<file path="config.mk">
export PLATFORM = sky130hd
export DESIGN_NAME = ppc_port_control
export DESIGN_NICKNAME = d
export VERILOG_FILES = /design/src/hdl/ppc_pkg.sv /design/src/hdl/ppc_wr_if.sv /design/src/hdl/ppc_pin_sync.sv /design/src/hdl/ppc_byte_merge.sv /design/src/hdl/ppc_port_control.sv
export SDC_FILE = /design/constraint.sdc
export NUM_CORES = 1
export LEC_CHECK = 0
export BUFFER_PORTS_ARGS = -buffer_cell sky130_fd_sc_hd__buf_2
export CAP_MARGIN = 20
export CORE_AREA = 10 10 250 252
export DETAILED_ROUTE_END_ITERATION = 8
export DIE_AREA = 0 0 260 262
export SYNTH_ARGS = -nofsm -noshare
export SYNTH_HDL_FRONTEND = slang
export SYNTH_SLANG_ARGS = --single-unit
</file>
<file path="constraint.sdc">
create_clock -name clk -period 6.4 [get_ports clk]
set_clock_uncertainty 0.05 [all_clocks]
set_input_delay 1.28 -clock clk [delete_from_list [all_inputs] [get_ports clk]]
set_output_delay 1.28 -clock clk [all_outputs]
set_load 0.1 [all_outputs]
</file>
<file path="src/hdl/ppc_pkg.sv">
// Constants, register map and types shared by the port pin control block.
// Assumes a single system clock and one CPU register port with bit and byte writes.
package ppc_pkg;

  // ---------------------------------------------------------------------------
  // Geometry
  // ---------------------------------------------------------------------------
  localparam int NUM_PORTS = 10;
  localparam int PORT_W = 8;
  localparam int ADDR_W = 20;
  localparam int IDX_W = 4;
  localparam int P1_IDX = 0;

  typedef logic [NUM_PORTS-1:0][PORT_W-1:0] ppc_port_bus_t;
  typedef logic [NUM_PORTS-1:0][ADDR_W-1:0] ppc_port_addr_t;

  // ---------------------------------------------------------------------------
  // Register addresses, index order: ports 1,2,3,4,5,6,7,12,13,14
  // ---------------------------------------------------------------------------
  localparam ppc_port_addr_t DATA_ADDR = {
    20'hfff0e, 20'hfff0d, 20'hfff0c, 20'hfff07, 20'hfff06,
    20'hfff05, 20'hfff04, 20'hfff03, 20'hfff02, 20'hfff01};
  localparam ppc_port_addr_t DIR_ADDR = {
    20'hfff2e, 20'h00000, 20'hfff2c, 20'hfff27, 20'hfff26,
    20'hfff25, 20'hfff24, 20'hfff23, 20'hfff22, 20'hfff21};
  localparam ppc_port_addr_t PU_ADDR = {
    20'hf003e, 20'h00000, 20'hf003c, 20'hf0037, 20'h00000,
    20'hf0035, 20'hf0034, 20'hf0033, 20'h00000, 20'hf0031};
  localparam logic [ADDR_W-1:0] PORT1_INPUT_BUFFER_SELECT_ADDR = 20'hf0041;
  localparam logic [ADDR_W-1:0] PORT1_OUTPUT_DRIVE_SELECT_ADDR = 20'hf0051;

  // ---------------------------------------------------------------------------
  // Implemented bits
  // ---------------------------------------------------------------------------
  localparam ppc_port_bus_t DIR_MASK = {
    8'hff, 8'h00, 8'he1, 8'h1f, 8'h03, 8'h1f, 8'h0f, 8'h07, 8'h03, 8'hff};
  localparam ppc_port_bus_t LAT_MASK = {
    8'hff, 8'h01, 8'he1, 8'h1f, 8'h03, 8'h1f, 8'h0f, 8'h07, 8'h03, 8'hff};
  localparam ppc_port_bus_t RD_MASK = {
    8'hff, 8'h81, 8'hff, 8'h1f, 8'h03, 8'h1f, 8'h0f, 8'h07, 8'h03, 8'hff};
  localparam ppc_port_bus_t PU_MASK = {
    8'hff, 8'h00, 8'he1, 8'h1f, 8'h00, 8'h1f, 8'h0f, 8'h07, 8'h00, 8'hff};
  localparam ppc_port_bus_t DIR_FIX = {
    8'hff, 8'hfe, 8'hff, 8'hff, 8'hff, 8'hff, 8'hff, 8'hff, 8'hff, 8'hff};
  localparam ppc_port_bus_t OD_FIX = {
    8'h00, 8'h00, 8'h00, 8'h00, 8'h03, 8'h00, 8'h00, 8'h00, 8'h00, 8'h00};
  localparam logic [PORT_W-1:0] PORT1_INPUT_BUFFER_SELECT_MASK = 8'h63;
  localparam logic [PORT_W-1:0] PORT1_OUTPUT_DRIVE_SELECT_MASK = 8'ha5;

  // ---------------------------------------------------------------------------
  // Reset values
  // ---------------------------------------------------------------------------
  localparam logic [PORT_W-1:0] DIR_RST = 8'hff;
  localparam logic [PORT_W-1:0] LAT_RST = 8'h00;
  localparam ppc_port_bus_t PU_RST = {
    8'h00, 8'h00, 8'h00, 8'h00, 8'h00, 8'h00, 8'h01, 8'h00, 8'h00, 8'h00};
  localparam logic [PORT_W-1:0] PORT1_INPUT_BUFFER_SELECT_RST = 8'h00;
  localparam logic [PORT_W-1:0] PORT1_OUTPUT_DRIVE_SELECT_RST = 8'h00;
  localparam logic [PORT_W-1:0] RDATA_RST = 8'h00;

endpackage

</file>
<file path="src/hdl/ppc_wr_if.sv">
// Write request shared between the register file and its byte merge units.
// Assumes the source drives all signals from the CPU register port.
`timescale 1ns/100ps
interface ppc_wr_if;
  logic bit_access;
  logic [2:0] bit_sel;
  logic [7:0] wdata;

  modport src (output bit_access, output bit_sel, output wdata);
  modport dst (input bit_access, input bit_sel, input wdata);
endinterface // ppc_wr_if

</file>
<file path="src/hdl/ppc_pin_sync.sv">
// Three-stage input synchroniser with agreement filter for port pins.
// Assumes inputs are asynchronous to clk.
`timescale 1ns/100ps
module ppc_pin_sync #(
  parameter int WIDTH = 80
) (
  input wire logic clk,
  input wire logic rst_b,
  input wire logic [WIDTH-1:0] async_in,
  output logic [WIDTH-1:0] sync_out
);
  typedef struct packed {
    logic [WIDTH-1:0] s1;
    logic [WIDTH-1:0] s2;
    logic [WIDTH-1:0] s3;
    logic [WIDTH-1:0] q;
  } ppc_sync_state_t;

  ppc_sync_state_t cur;
  ppc_sync_state_t next_cur;

  // ---------------------------------------------------------------------------
  // A level counts once the second and third stages agree.
  // ---------------------------------------------------------------------------
  always_comb begin
    next_cur.s1 = async_in;
    next_cur.s2 = cur.s1;
    next_cur.s3 = cur.s2;
    next_cur.q = ((cur.s2 ~^ cur.s3) & cur.s3) | ((cur.s2 ^ cur.s3) & cur.q);
    if (!rst_b) begin
      next_cur = '0;
    end
  end

  always_ff @(posedge clk) begin
    cur <= next_cur;
  end

  assign sync_out = cur.q;
endmodule // ppc_pin_sync

</file>
<file path="src/hdl/ppc_byte_merge.sv">
// Next value of one control byte under a bit or byte write.
// Assumes the caller applies the result only when the byte is addressed.
`timescale 1ns/100ps
module ppc_byte_merge (
  ppc_wr_if.dst wr,
  input wire logic [7:0] old_val,
  input wire logic [7:0] mask,
  output logic [7:0] new_val
);
  logic [7:0] req;

  // ---------------------------------------------------------------------------
  // A bit write replaces one bit, a byte write all; fixed bits never move.
  // ---------------------------------------------------------------------------
  always_comb begin
    req = old_val;
    if (wr.bit_access) begin
      req[wr.bit_sel] = wr.wdata[0];
    end else begin
      req = wr.wdata;
    end
    new_val = (old_val & ~mask) | (req & mask);
  end
endmodule // ppc_byte_merge

</file>
<file path="src/hdl/ppc_port_control.sv">
// Port pin control: direction, output latch, pull-up, input buffer and output mode.
// Assumes a CPU register port with read and write strobes on clk, and pins
// resolved outside from out and active-low output enable.
`timescale 1ns/100ps

module ppc_port_control (
  input wire logic clk,
  input wire logic rst_b,
  input wire logic [ppc_pkg::ADDR_W-1:0] bus_addr,
  input wire logic bus_wr,
  input wire logic bus_rd,
  input wire logic bus_bit,
  input wire logic [2:0] bus_bit_sel,
  input wire logic [ppc_pkg::PORT_W-1:0] bus_wdata,
  output logic [ppc_pkg::PORT_W-1:0] bus_rdata,
  output logic bus_rvalid,
  input wire ppc_pkg::ppc_port_bus_t pin_in,
  output ppc_pkg::ppc_port_bus_t pin_out,
  output ppc_pkg::ppc_port_bus_t pin_oe_b,
  output ppc_pkg::ppc_port_bus_t pin_pullup,
  input wire ppc_pkg::ppc_port_bus_t analog_select_bit,
  input wire ppc_pkg::ppc_port_bus_t alt_out_active,
  output logic [ppc_pkg::PORT_W-1:0] input_buffer_type_bit
);
  import ppc_pkg::*;

  typedef struct packed {
    ppc_port_bus_t dir;
    ppc_port_bus_t lat;
    ppc_port_bus_t pu;
    logic [PORT_W-1:0] pim;
    logic [PORT_W-1:0] pom;
    logic [PORT_W-1:0] rdata;
    logic rvalid;
  } ppc_state_t;

  typedef enum logic [2:0] {
    REG_NONE,
    REG_DATA,
    REG_DIR,
    REG_PU,
    REG_PIM,
    REG_POM
  } ppc_reg_kind_t;

  ppc_state_t cur;
  ppc_state_t next_cur;

  ppc_port_bus_t pin_sync;
  ppc_port_bus_t dir_eff;
  ppc_port_bus_t open_drain;
  ppc_port_bus_t rd_port;
  ppc_port_bus_t dir_new;
  ppc_port_bus_t lat_new;
  ppc_port_bus_t pu_new;
  logic [PORT_W-1:0] pim_new;
  logic [PORT_W-1:0] pom_new;
  logic [IDX_W:0] data_hit;
  logic [IDX_W:0] dir_hit;
  logic [IDX_W:0] pu_hit;
  logic [PORT_W-1:0] rd_val;
  ppc_reg_kind_t kind;
  logic [IDX_W-1:0] hit_idx;

  // ---------------------------------------------------------------------------
  // Address decode
  // ---------------------------------------------------------------------------
  function automatic logic [IDX_W:0] find_port(input logic [ADDR_W-1:0] a,
                                               input ppc_port_addr_t tbl,
                                               input ppc_port_bus_t msk);
    logic [IDX_W:0] r;
    r = '0;
    for (int i = 0; i < NUM_PORTS; i++) begin
      if (msk[i] != 8'h00 && a == tbl[i]) begin
        r = {1'b1, i[IDX_W-1:0]};
      end
    end
    return r;
  endfunction

  assign data_hit = find_port(bus_addr, DATA_ADDR, RD_MASK);
  assign dir_hit = find_port(bus_addr, DIR_ADDR, DIR_MASK);
  assign pu_hit = find_port(bus_addr, PU_ADDR, PU_MASK);

  function automatic ppc_reg_kind_t reg_kind(input logic [ADDR_W-1:0] a,
                                             input logic [IDX_W:0] dat,
                                             input logic [IDX_W:0] dir,
                                             input logic [IDX_W:0] pu);
    ppc_reg_kind_t k;
    k = REG_NONE;
    if (dat[IDX_W]) begin
      k = REG_DATA;
    end else if (dir[IDX_W]) begin
      k = REG_DIR;
    end else if (pu[IDX_W]) begin
      k = REG_PU;
    end else if (a == PORT1_INPUT_BUFFER_SELECT_ADDR) begin
      k = REG_PIM;
    end else if (a == PORT1_OUTPUT_DRIVE_SELECT_ADDR) begin
      k = REG_POM;
    end
    return k;
  endfunction

  assign kind = reg_kind(bus_addr, data_hit, dir_hit, pu_hit);

  always_comb begin
    hit_idx = '0;
    case (kind)
      REG_DATA: begin
        hit_idx = data_hit[IDX_W-1:0];
      end
      REG_DIR: begin
        hit_idx = dir_hit[IDX_W-1:0];
      end
      REG_PU: begin
        hit_idx = pu_hit[IDX_W-1:0];
      end
      default: begin
        hit_idx = '0;
      end
    endcase
  end

  // ---------------------------------------------------------------------------
  // Pin functions
  // ---------------------------------------------------------------------------
  function automatic logic [PORT_W-1:0] eff_dir(input logic [PORT_W-1:0] dir,
                                                input logic [PORT_W-1:0] msk,
                                                input logic [PORT_W-1:0] fix);
    logic [PORT_W-1:0] r;
    r = (dir & msk) | (fix & ~msk);
    return r;
  endfunction

  function automatic logic [PORT_W-1:0] drive_level(input logic [PORT_W-1:0] lat,
                                                    input logic [PORT_W-1:0] od);
    logic [PORT_W-1:0] r;
    r = lat & ~od;
    return r;
  endfunction

  function automatic logic [PORT_W-1:0] drive_off_b(input logic [PORT_W-1:0] dir,
                                                    input logic [PORT_W-1:0] od,
                                                    input logic [PORT_W-1:0] lat);
    logic [PORT_W-1:0] r;
    r = dir | (od & lat);
    return r;
  endfunction

  function automatic logic [PORT_W-1:0] pull_on(input logic [PORT_W-1:0] req,
                                                input logic [PORT_W-1:0] dir,
                                                input logic [PORT_W-1:0] od,
                                                input logic [PORT_W-1:0] blk);
    logic [PORT_W-1:0] r;
    r = req & dir & ~od & ~blk;
    return r;
  endfunction

  function automatic logic [PORT_W-1:0] read_back(input logic [PORT_W-1:0] dir,
                                                  input logic [PORT_W-1:0] lat,
                                                  input logic [PORT_W-1:0] pin,
                                                  input logic [PORT_W-1:0] ana);
    logic [PORT_W-1:0] r;
    r = (~dir & lat) | (dir & ~ana & pin);
    return r;
  endfunction

  // ---------------------------------------------------------------------------
  // Pin input synchroniser
  // ---------------------------------------------------------------------------
  ppc_pin_sync #(
    .WIDTH(NUM_PORTS * PORT_W)
  ) u_sync (
    .clk(clk),
    .rst_b(rst_b),
    .async_in(pin_in),
    .sync_out(pin_sync)
  );

  // ---------------------------------------------------------------------------
  // Write merge
  // ---------------------------------------------------------------------------
  ppc_wr_if wr_bus();

  assign wr_bus.bit_access = bus_bit;
  assign wr_bus.bit_sel = bus_bit_sel;
  assign wr_bus.wdata = bus_wdata;

  for (genvar g = 0; g < NUM_PORTS; g++) begin : g_port
    ppc_byte_merge u_dir (
      .wr(wr_bus.dst),
      .old_val(cur.dir[g]),
      .mask(DIR_MASK[g]),
      .new_val(dir_new[g])
    );
    ppc_byte_merge u_lat (
      .wr(wr_bus.dst),
      .old_val(cur.lat[g]),
      .mask(LAT_MASK[g]),
      .new_val(lat_new[g])
    );
    ppc_byte_merge u_pu (
      .wr(wr_bus.dst),
      .old_val(cur.pu[g]),
      .mask(PU_MASK[g]),
      .new_val(pu_new[g])
    );

    // -------------------------------------------------------------------------
    // Pin behaviour
    // -------------------------------------------------------------------------
    assign dir_eff[g] = eff_dir(cur.dir[g], DIR_MASK[g], DIR_FIX[g]);
    if (g == P1_IDX) begin : g_pom
      assign open_drain[g] = OD_FIX[g] | (cur.pom & PORT1_OUTPUT_DRIVE_SELECT_MASK);
    end else begin : g_fix
      assign open_drain[g] = OD_FIX[g];
    end
    assign pin_out[g] = drive_level(cur.lat[g], open_drain[g]);
    assign pin_oe_b[g] = drive_off_b(dir_eff[g], open_drain[g], cur.lat[g]);
    assign pin_pullup[g] = pull_on(cur.pu[g] & PU_MASK[g], dir_eff[g], open_drain[g],
                                   analog_select_bit[g] | alt_out_active[g]);
    assign rd_port[g] = RD_MASK[g] & read_back(dir_eff[g], cur.lat[g], pin_sync[g],
                                               analog_select_bit[g]);
  end

  ppc_byte_merge u_pim (
    .wr(wr_bus.dst),
    .old_val(cur.pim),
    .mask(PORT1_INPUT_BUFFER_SELECT_MASK),
    .new_val(pim_new)
  );
  ppc_byte_merge u_pom (
    .wr(wr_bus.dst),
    .old_val(cur.pom),
    .mask(PORT1_OUTPUT_DRIVE_SELECT_MASK),
    .new_val(pom_new)
  );

  // ---------------------------------------------------------------------------
  // Read mux
  // ---------------------------------------------------------------------------
  always_comb begin
    rd_val = 8'h00;
    case (kind)
      REG_DATA: begin
        rd_val = rd_port[hit_idx];
      end
      REG_DIR: begin
        rd_val = cur.dir[hit_idx] | ~DIR_MASK[hit_idx];
      end
      REG_PU: begin
        rd_val = cur.pu[hit_idx];
      end
      REG_PIM: begin
        rd_val = cur.pim;
      end
      REG_POM: begin
        rd_val = cur.pom;
      end
      REG_NONE: begin
        rd_val = 8'h00;
      end
      default: begin
        rd_val = 8'h00;
      end
    endcase
  end

  // ---------------------------------------------------------------------------
  // Register update
  // ---------------------------------------------------------------------------
  always_comb begin
    next_cur = cur;
    next_cur.rvalid = bus_rd;
    if (bus_wr) begin
      case (kind)
        REG_DATA: begin
          next_cur.lat[hit_idx] = lat_new[hit_idx];
        end
        REG_DIR: begin
          next_cur.dir[hit_idx] = dir_new[hit_idx];
        end
        REG_PU: begin
          next_cur.pu[hit_idx] = pu_new[hit_idx];
        end
        REG_PIM: begin
          next_cur.pim = pim_new;
        end
        REG_POM: begin
          next_cur.pom = pom_new;
        end
        default: begin
        end
      endcase
    end
    if (bus_rd) begin
      next_cur.rdata = rd_val;
    end
    if (!rst_b) begin
      for (int p = 0; p < NUM_PORTS; p++) begin
        next_cur.dir[p] = DIR_RST;
        next_cur.lat[p] = LAT_RST;
        next_cur.pu[p] = PU_RST[p];
      end
      next_cur.pim = PORT1_INPUT_BUFFER_SELECT_RST;
      next_cur.pom = PORT1_OUTPUT_DRIVE_SELECT_RST;
      next_cur.rdata = RDATA_RST;
      next_cur.rvalid = 1'b0;
    end
  end

  always_ff @(posedge clk) begin
    cur <= next_cur;
  end

  assign bus_rdata = cur.rdata;
  assign bus_rvalid = cur.rvalid;
  assign input_buffer_type_bit = cur.pim;
endmodule // ppc_port_control

</file>
==> impl_results.md, run 1 <==
* Status: finished, final reports clean
* Hold Crit Depth at 1
* Layout cells sized above 1 at around a fifth
* Max-cap violations at 0
* Post-DP HPWL at 73940 µm
* Die H at 262 µm
* Core area at roughly 0.057 mm²
* Slew @ Worst Pin at 1.077 ns
* Critical Path RT at between 6 and 7 ns
* EDFF count, synth at 0
* Crit path cell chain: buf_2, nor2b_1, o21ai_0, o22ai_4, inv_2, ha_1, inv_1, nor3_4, buf_4, mux2i_1, nor2_1
* Post-synth cell types at a little over 90
* Hold-fix buffers, CTS at 0
* Synth Area in XOR/XNOR at 0%
* Initial antenna violation count at 6
* Reg-to-reg setup timing slack at around 4.0 ns
* Synthesized flop and latch total at about 440
* Slack of the critical path at 1.867 ns
* Adder-cell share of the synthesized area at 2.921%
* Worst setup SP type: input pin
* Hold WC Path Type: flip-flop to flip-flop
* PD cells at around 250 mW/mm²
* Hold Path Sink: u_sync.cur[194]
* Synth area leader: dfxtp_1
* Detail Route Antenna Nets at 0
* Top-area cell type share of the netlist area at 38.89%
* Critical Path End Type: flip-flop
* Horiz. Die Dim at roughly 260 µm
* Hold Fails Final Rpt at 0
* Slowest-stage cell, CP: o21ai_0
* Port Buffers at between 300 and 400
* Sw power at approximately 1700 µW
* Internal at 4651 µW
* Clock sink count at 441
* Post-CTS Resized at 0
* Static leakage at 0.01032 µW
* Mux contribution to synthesized area at under 10%
* IO Pins at 533
* Via density per instance at between 5 and 6
* Delay-heaviest family, CP: buffers and inverters
* Synth warnings at 0
* Clock Power Share at between 40% and 50%
* Switch share at 27.15%
* Worst VDD drop at between 150 and 200 µV
* GRT overflow at 0
* Cell count after synthesis at 2725
* CP Class: input pin to flip-flop
* Wirelength, routed at between 100000 and 150000 µm
* Dominant synthesized flop cell: dfxtp_1
* TNS Setup at 0 ns
* Crit. Startpoint: bus_addr[3]
* Logic pwr share at under 10%
* Router iterations before antenna repair at 5
* CTS tree: yes
* Die area at slightly below 0.07 mm²
* Worst r2r dst: pin_out[57]
* Clock tree root driver cell: clkbuf_16
* Final worst-path cycle share at 70.83%
* Sequential fraction of the synthesis area at between 30% and 40%
* Clock latency on the worst-skew pair at ~0.62 ns
* Crit path time final at roughly 4.5 ns
* WL/cell at roughly 27 µm
* Max Clk Rate at between 200 and 250 MHz
* Slew headroom at 27.45%
* Detailed Route Iter0 Violations at between 2000 and 2500
* Area of the mapped netlist at between 0.02 and 0.025 mm²
* Layout Cells excl Fill at approximately 3700
* Total GRT Usage at 28.20%
* Asr flop ratio synth at 0%
* Crit path max fanout at 16
* Vias in the first global route at a little over 20000
* Inserted Clock Buffers at 50
* DR vias at around 21000
* CP peak stage delay at between 0.6 and 0.7 ns
* Pre-CTS setup slack at around 1.4 ns
* Area post-placement at between 0.02 and 0.025 mm²
* Synth Area in Compound Gates at 20.37%
* Post-CTS Setup Inserts at 0
* Placer congestion estimate at 0.9830
* Reg2reg start: pin_out[25]
* Largest family of logic cells by synthesized area: simple AND/OR/NAND/NOR gates
* Power consumption at ~6400 µW
* Syn avg cell area at about 8.3 µm²
* Hold Startpoint: u_sync.cur[274]
* Synth Area in Simple Gates at 21.66%
* Critical Path AT at 4.96 ns
* CP bufs+invs at 4
* Global-route wire length before repair at ~140000 µm
* Sequential Power Share at around 44%
* Area grow syn2layout at 13.06%
* Cell Rows at slightly below 90
* Starting Density at just under 40%
* DRC violations left at 0
* Layout fillers at about 5800
* Final instance area at ~0.026 mm²
* Clock buffer depth at 3
* Slew Limit Fails at 0
* Top cells by area, synth: dfxtp_1 (39%), buf_4 (7.3%), a211oi_1 (5.1%)
* CTS H-tree depth at 2
* RSZ-0062 raised after global routing: no
* Worst-path clk slew at around 0.06 ns
* Setup violators final at 0
* Largest net degree at the start of global routing at 124
* Final Net Count at 3203
* Reg2Reg Depth at 7
* DP Cell Count at about 3600
## Yosys cell counts (67+ instances only)
library cell  number
o21ai_0          126
buf_4            221
dfxtp_1          441
nor2_1           306
mux2i_1           86
a21oi_1          192
and2_1           144
nand2_1          224
clkbuf_1          87
a211oi_1         155
nand3_1           67
nor3_1            94
## worst max-delay path by stage
stage | end | slack [ns] | depth (start not counted)
2_1_floorplan | pin_pullup[7] | 0.83 | 1
5_1_grt | cur[58] | 1.76 | 11
6_report | cur[58] | 1.87 | 11
3_3_place_gp | cur[58] | 1.39 | 11
3_5_place_dp | cur[58] | 1.37 | 11
4_1_cts | cur[58] | 2.01 | 11
## power groups by stage
| stage | sequential [µW] | clock (µW) | combinational, µW |
|---|---|---|---|
| final | 2790 | 3030 | 558 |
| after global routing | 2800 | 3190 | 586 |
| after CTS | 2800 | 3070 | 550 |
| after detailed placement | 2860 | 0 | 548 |
| after global placement | 2860 | 0 | 544 |
| after floorplan | 2850 | 0 | 445 |
## layout make-up
cell class	count	area [µm²]	share of cell area, %
Multi-Input combinational cell	1942	11790	45.95
Sequential cell	441	8828	34.40
Timing Repair Buffer	394	2181	8.498
Clock buffer	70	1416	5.519
Tap cell	765	957.2	3.730
Clock inverter	23	306.5	1.194
Inverter	45	173.9	0.6777
Antenna cell	3	7.507	0.02925
## stage by stage
step                hold WS (ns)  util (%)
floorplan                 0.3619         -
global placement          0.3642     41.71
detailed placement        0.3669     41.71
CTS                       0.3805     44.71
global route              0.3899     44.72
finish                    0.3806     44.74
## registers in the layout, indices dropped and copies added, names as in the netlist
name and cells:
pin_oe_b 31, u_sync.sync_out 46, bus_rvalid 1, cur 143, u_sync.cur 138, bus_rdata 8
input_buffer_type_bit 4, pin_out 70
## routing by layer
layer / GRT usage (%) / wire, µm / vias up
li1: - / - / 9640
met1: 36.32 / 40580 / 10270
met2: 42.44 / 42950 / 1180
met3: 8.432 / 11340 / 248
met4: 13.81 / 5284 / 4
met5: 0 / 57 / -
## placed cells by master (no fill, tap or decap), types with 23 or more instances in the layout
cell / Yosys / layout
dfxtp_1: 441 / 441
buf_2: 66 / 332
nor2_1: 306 / 304
nand2_1: 224 / 224
a21oi_1: 192 / 190
a211oi_1: 155 / 155
and2_1: 144 / 144
o21ai_0: 126 / 126
nor3_1: 94 / 94
conb_1: 2 / 88
mux2i_1: 86 / 86
nand3_1: 67 / 67
o211ai_1: 63 / 63
buf_4: 221 / 56
ha_1: 53 / 53
clkbuf_16: 0 / 50
inv_1: 44 / 43
nor2b_1: 36 / 36
nand3b_1: 23 / 23
## kinds of logic (layout without fill, tap and decap cells)
kind of cell,count (synthesis),in the layout
AOI/OAI and AO/OA,700,700
DFF,441,441
adders and majority gates,53,53
other,2,91
and+or+nand+nor,993,993
muxes,108,108
buffers and inverters,428,532
Note: power is estimated with default switching activity, not from simulation.
==> run 2: changes to the inputs <==
==> constraint.sdc (replaced) <==
create_clock -name clk -period 3.97 [get_ports clk]
set_clock_uncertainty 0.05 [all_clocks]
set_input_delay 0.794 -clock clk [delete_from_list [all_inputs] [get_ports clk]]
set_output_delay 0.794 -clock clk [all_outputs]
set_load 0.1 [all_outputs]
==> run 2 against run 1 <==
Global-route usage is 1.3 points higher. Largest power group unchanged. Combinational power is 73% higher. Final cell count rose by 4.1%. Worst hold slack worse by 0.043 ns. Setup slack got worse by 1.6 ns. Final area is 6.0% higher. Routed wire length up 5.1%. Critical endpoint is now bus_rdata[6]. Clock power increased by 66%. Die area unchanged. Sequential share of layout area is 1.9 points lower.
==> impl_results.md, run 2 (synthesis gave the netlist of run 1 again) <==
* Status: finished, final reports clean
* Cell Rows at 88
* Crit path time final at 3.676 ns
* Reg-to-reg setup timing slack at about 1.7 ns
* Final Net Count at roughly 3400
* Final worst-path cycle share at 92.60%
* Hold Fails Final Rpt at 0
* Slew Limit Fails at 0
* Detailed Route Iter0 Violations at 2340
* WL/cell at between 20 and 30 µm
* Worst r2r dst: cur[239]
* Worst VDD drop at 293.3 µV
* Hold WC Path Type: input pin to flip-flop
* DR vias at roughly 22000
* Total GRT Usage at between 20% and 30%
* Wirelength, routed at between 100000 and 150000 µm
* Largest register FFs at between 100 and 150
* Vias in the first global route at between 20000 and 25000
* CTS tree: yes
* Max-cap violations at 0
* RSZ-0062 raised after global routing: no
* Critical Path End Type: flip-flop
* PD cells at just under 400 mW/mm²
* Power consumption at 10500 µW
* Hold Path Sink: u_sync.cur[266]
* Critical Path RT at between 4 and 5 ns
* Crit path max fanout at 8
* Clock latency on the worst-skew pair at 0.61 ns
* Die H at around 260 µm
* Initial antenna violation count at 6
* Clock buffer depth at 3
* CP Class: input pin to flip-flop
* DRC violations left at 0
* Via density per instance at between 5 and 6
* Layout cells sized above 1 at between 20% and 30%
* Antenna Cells at 0
* Hold Startpoint: pin_in[26]
* Detail Route Antenna Nets at 0
* Commonest non-fill, non-tap cell in the layout: dfxtp_1
* Most flops, register: cur
* Router iterations before antenna repair at 6
* Horiz. Die Dim at roughly 260 µm
* Port Buffers at around 330
* Slew @ Worst Pin at 1.237 ns
* Critical Path AT at between 4 and 5 ns
* Slew headroom at between 15 and 20%
* Die area at 0.06812 mm²
* Inserted Clock Buffers at a little under 50
* Max Clk Rate at 272.0 MHz
* Largest net degree at the start of global routing at 107
* Setup violators final at 0
* Core area at between 0.05 and 0.06 mm²
* IO Pins at approximately 530
* Worst setup SP type: input pin
* Hold Crit Depth at 2
* Reg2reg start: pin_oe_b[62]
* Post-DP HPWL at 79730 µm
* Worst-path clk slew at 0.07 ns
* Static leakage at around 0.011 µW
* Global-route wire length before repair at ~150000 µm
* GRT overflow at 0
* Clock tree root driver cell: clkbuf_16
* Placer congestion estimate at roughly 1
* Area grow syn2layout at 19.85%
* Post-CTS Setup Inserts at 0
* Layout fillers at 5608
* Reg2Reg Depth at 9
* TNS Setup at 0 ns
* Hold-fix buffers, CTS at 0
* Clock sink count at between 400 and 500
* Post-CTS Resized at 0
* Most frequent cells in the layout: dfxtp_1 (441), buf_2 (332), nor2_1 (304), nand2_1 (224), a21oi_1 (191)
* Starting Density at between 30% and 40%
* CTS H-tree depth at 2
## run 2: how the worst max path moves through the flow
stage,from,endpoint,slack (ns),cells past startpoint
3_3_place_gp,bus_addr[9],bus_rdata[6],-0.12,11
5_1_grt,bus_addr[9],pin_out[42],0.28,9
2_1_floorplan,alt_out_active[0],pin_pullup[0],0.23,1
4_1_cts,bus_addr[9],bus_rdata[6],0.49,11
6_report,bus_addr[9],bus_rdata[6],0.29,11
3_5_place_dp,bus_addr[9],bus_rdata[6],-0.13,11
## run 2: per-layer routing
layer	wire length (µm)	track usage [%]	vias to the layer above	part of all wire, %
li1	-	-	9963	-
met4	4918	12.88	10	4.7
met1	44270	39.24	10600	42
met2	45530	45.11	1268	43
met5	68	0	-	0.065
met3	10540	6.926	246	10
## run 2: through the flow
step / utilization (%) / area (µm²) / setup WS (ns) / hold WS [ns] / cells
floorplan: - / 23030 / 0.2337 / 0.3619 / 2811
global placement: 44.31 / 25420 / -0.1212 / 0.3651 / 3743
detailed placement: 44.31 / 25420 / -0.1346 / 0.3669 / 3743
CTS: 47.42 / 27200 / 0.4887 / 0.3108 / 3834
global route: 47.42 / 27200 / 0.2784 / 0.3239 / 3834
finish: 47.42 / 27200 / 0.2937 / 0.3380 / 3834
## run 2: area by class of cell
class	count	area [µm²]	area share (%)
Timing Repair Buffer	550	3727	13.70
Clock buffer	63	1390	5.110
Sequential cell	441	8828	32.45
Multi-Input combinational cell	1942	11730	43.13
Tap cell	765	957.2	3.518
Clock inverter	28	394.1	1.449
Inverter	45	173.9	0.6393
## run 2: critical path, stage by stage
cell and delay, ns:
buf_2 0.12, nor4_4 0.39, nand4_2 0.40, o22ai_4 0.65
inv_2 0.23, ha_1 0.24, a221oi_1 0.57, buf_4 0.24
a21oi_1 0.12, o211ai_1 0.19, o221a_2 0.24
## run 2: report_power, final
| part | total, µW | switching [µW] | internal (µW) | leakage [µW] |
|---|---|---|---|---|
| clock | 5030 | 2020 | 3010 | 0.000856 |
| sequential | 4510 | 23.8 | 4480 | 0.00358 |
| combinational | 965 | 743 | 222 | 0.00675 |
| total | 10500 | 2790 | 7720 | 0.0112 |
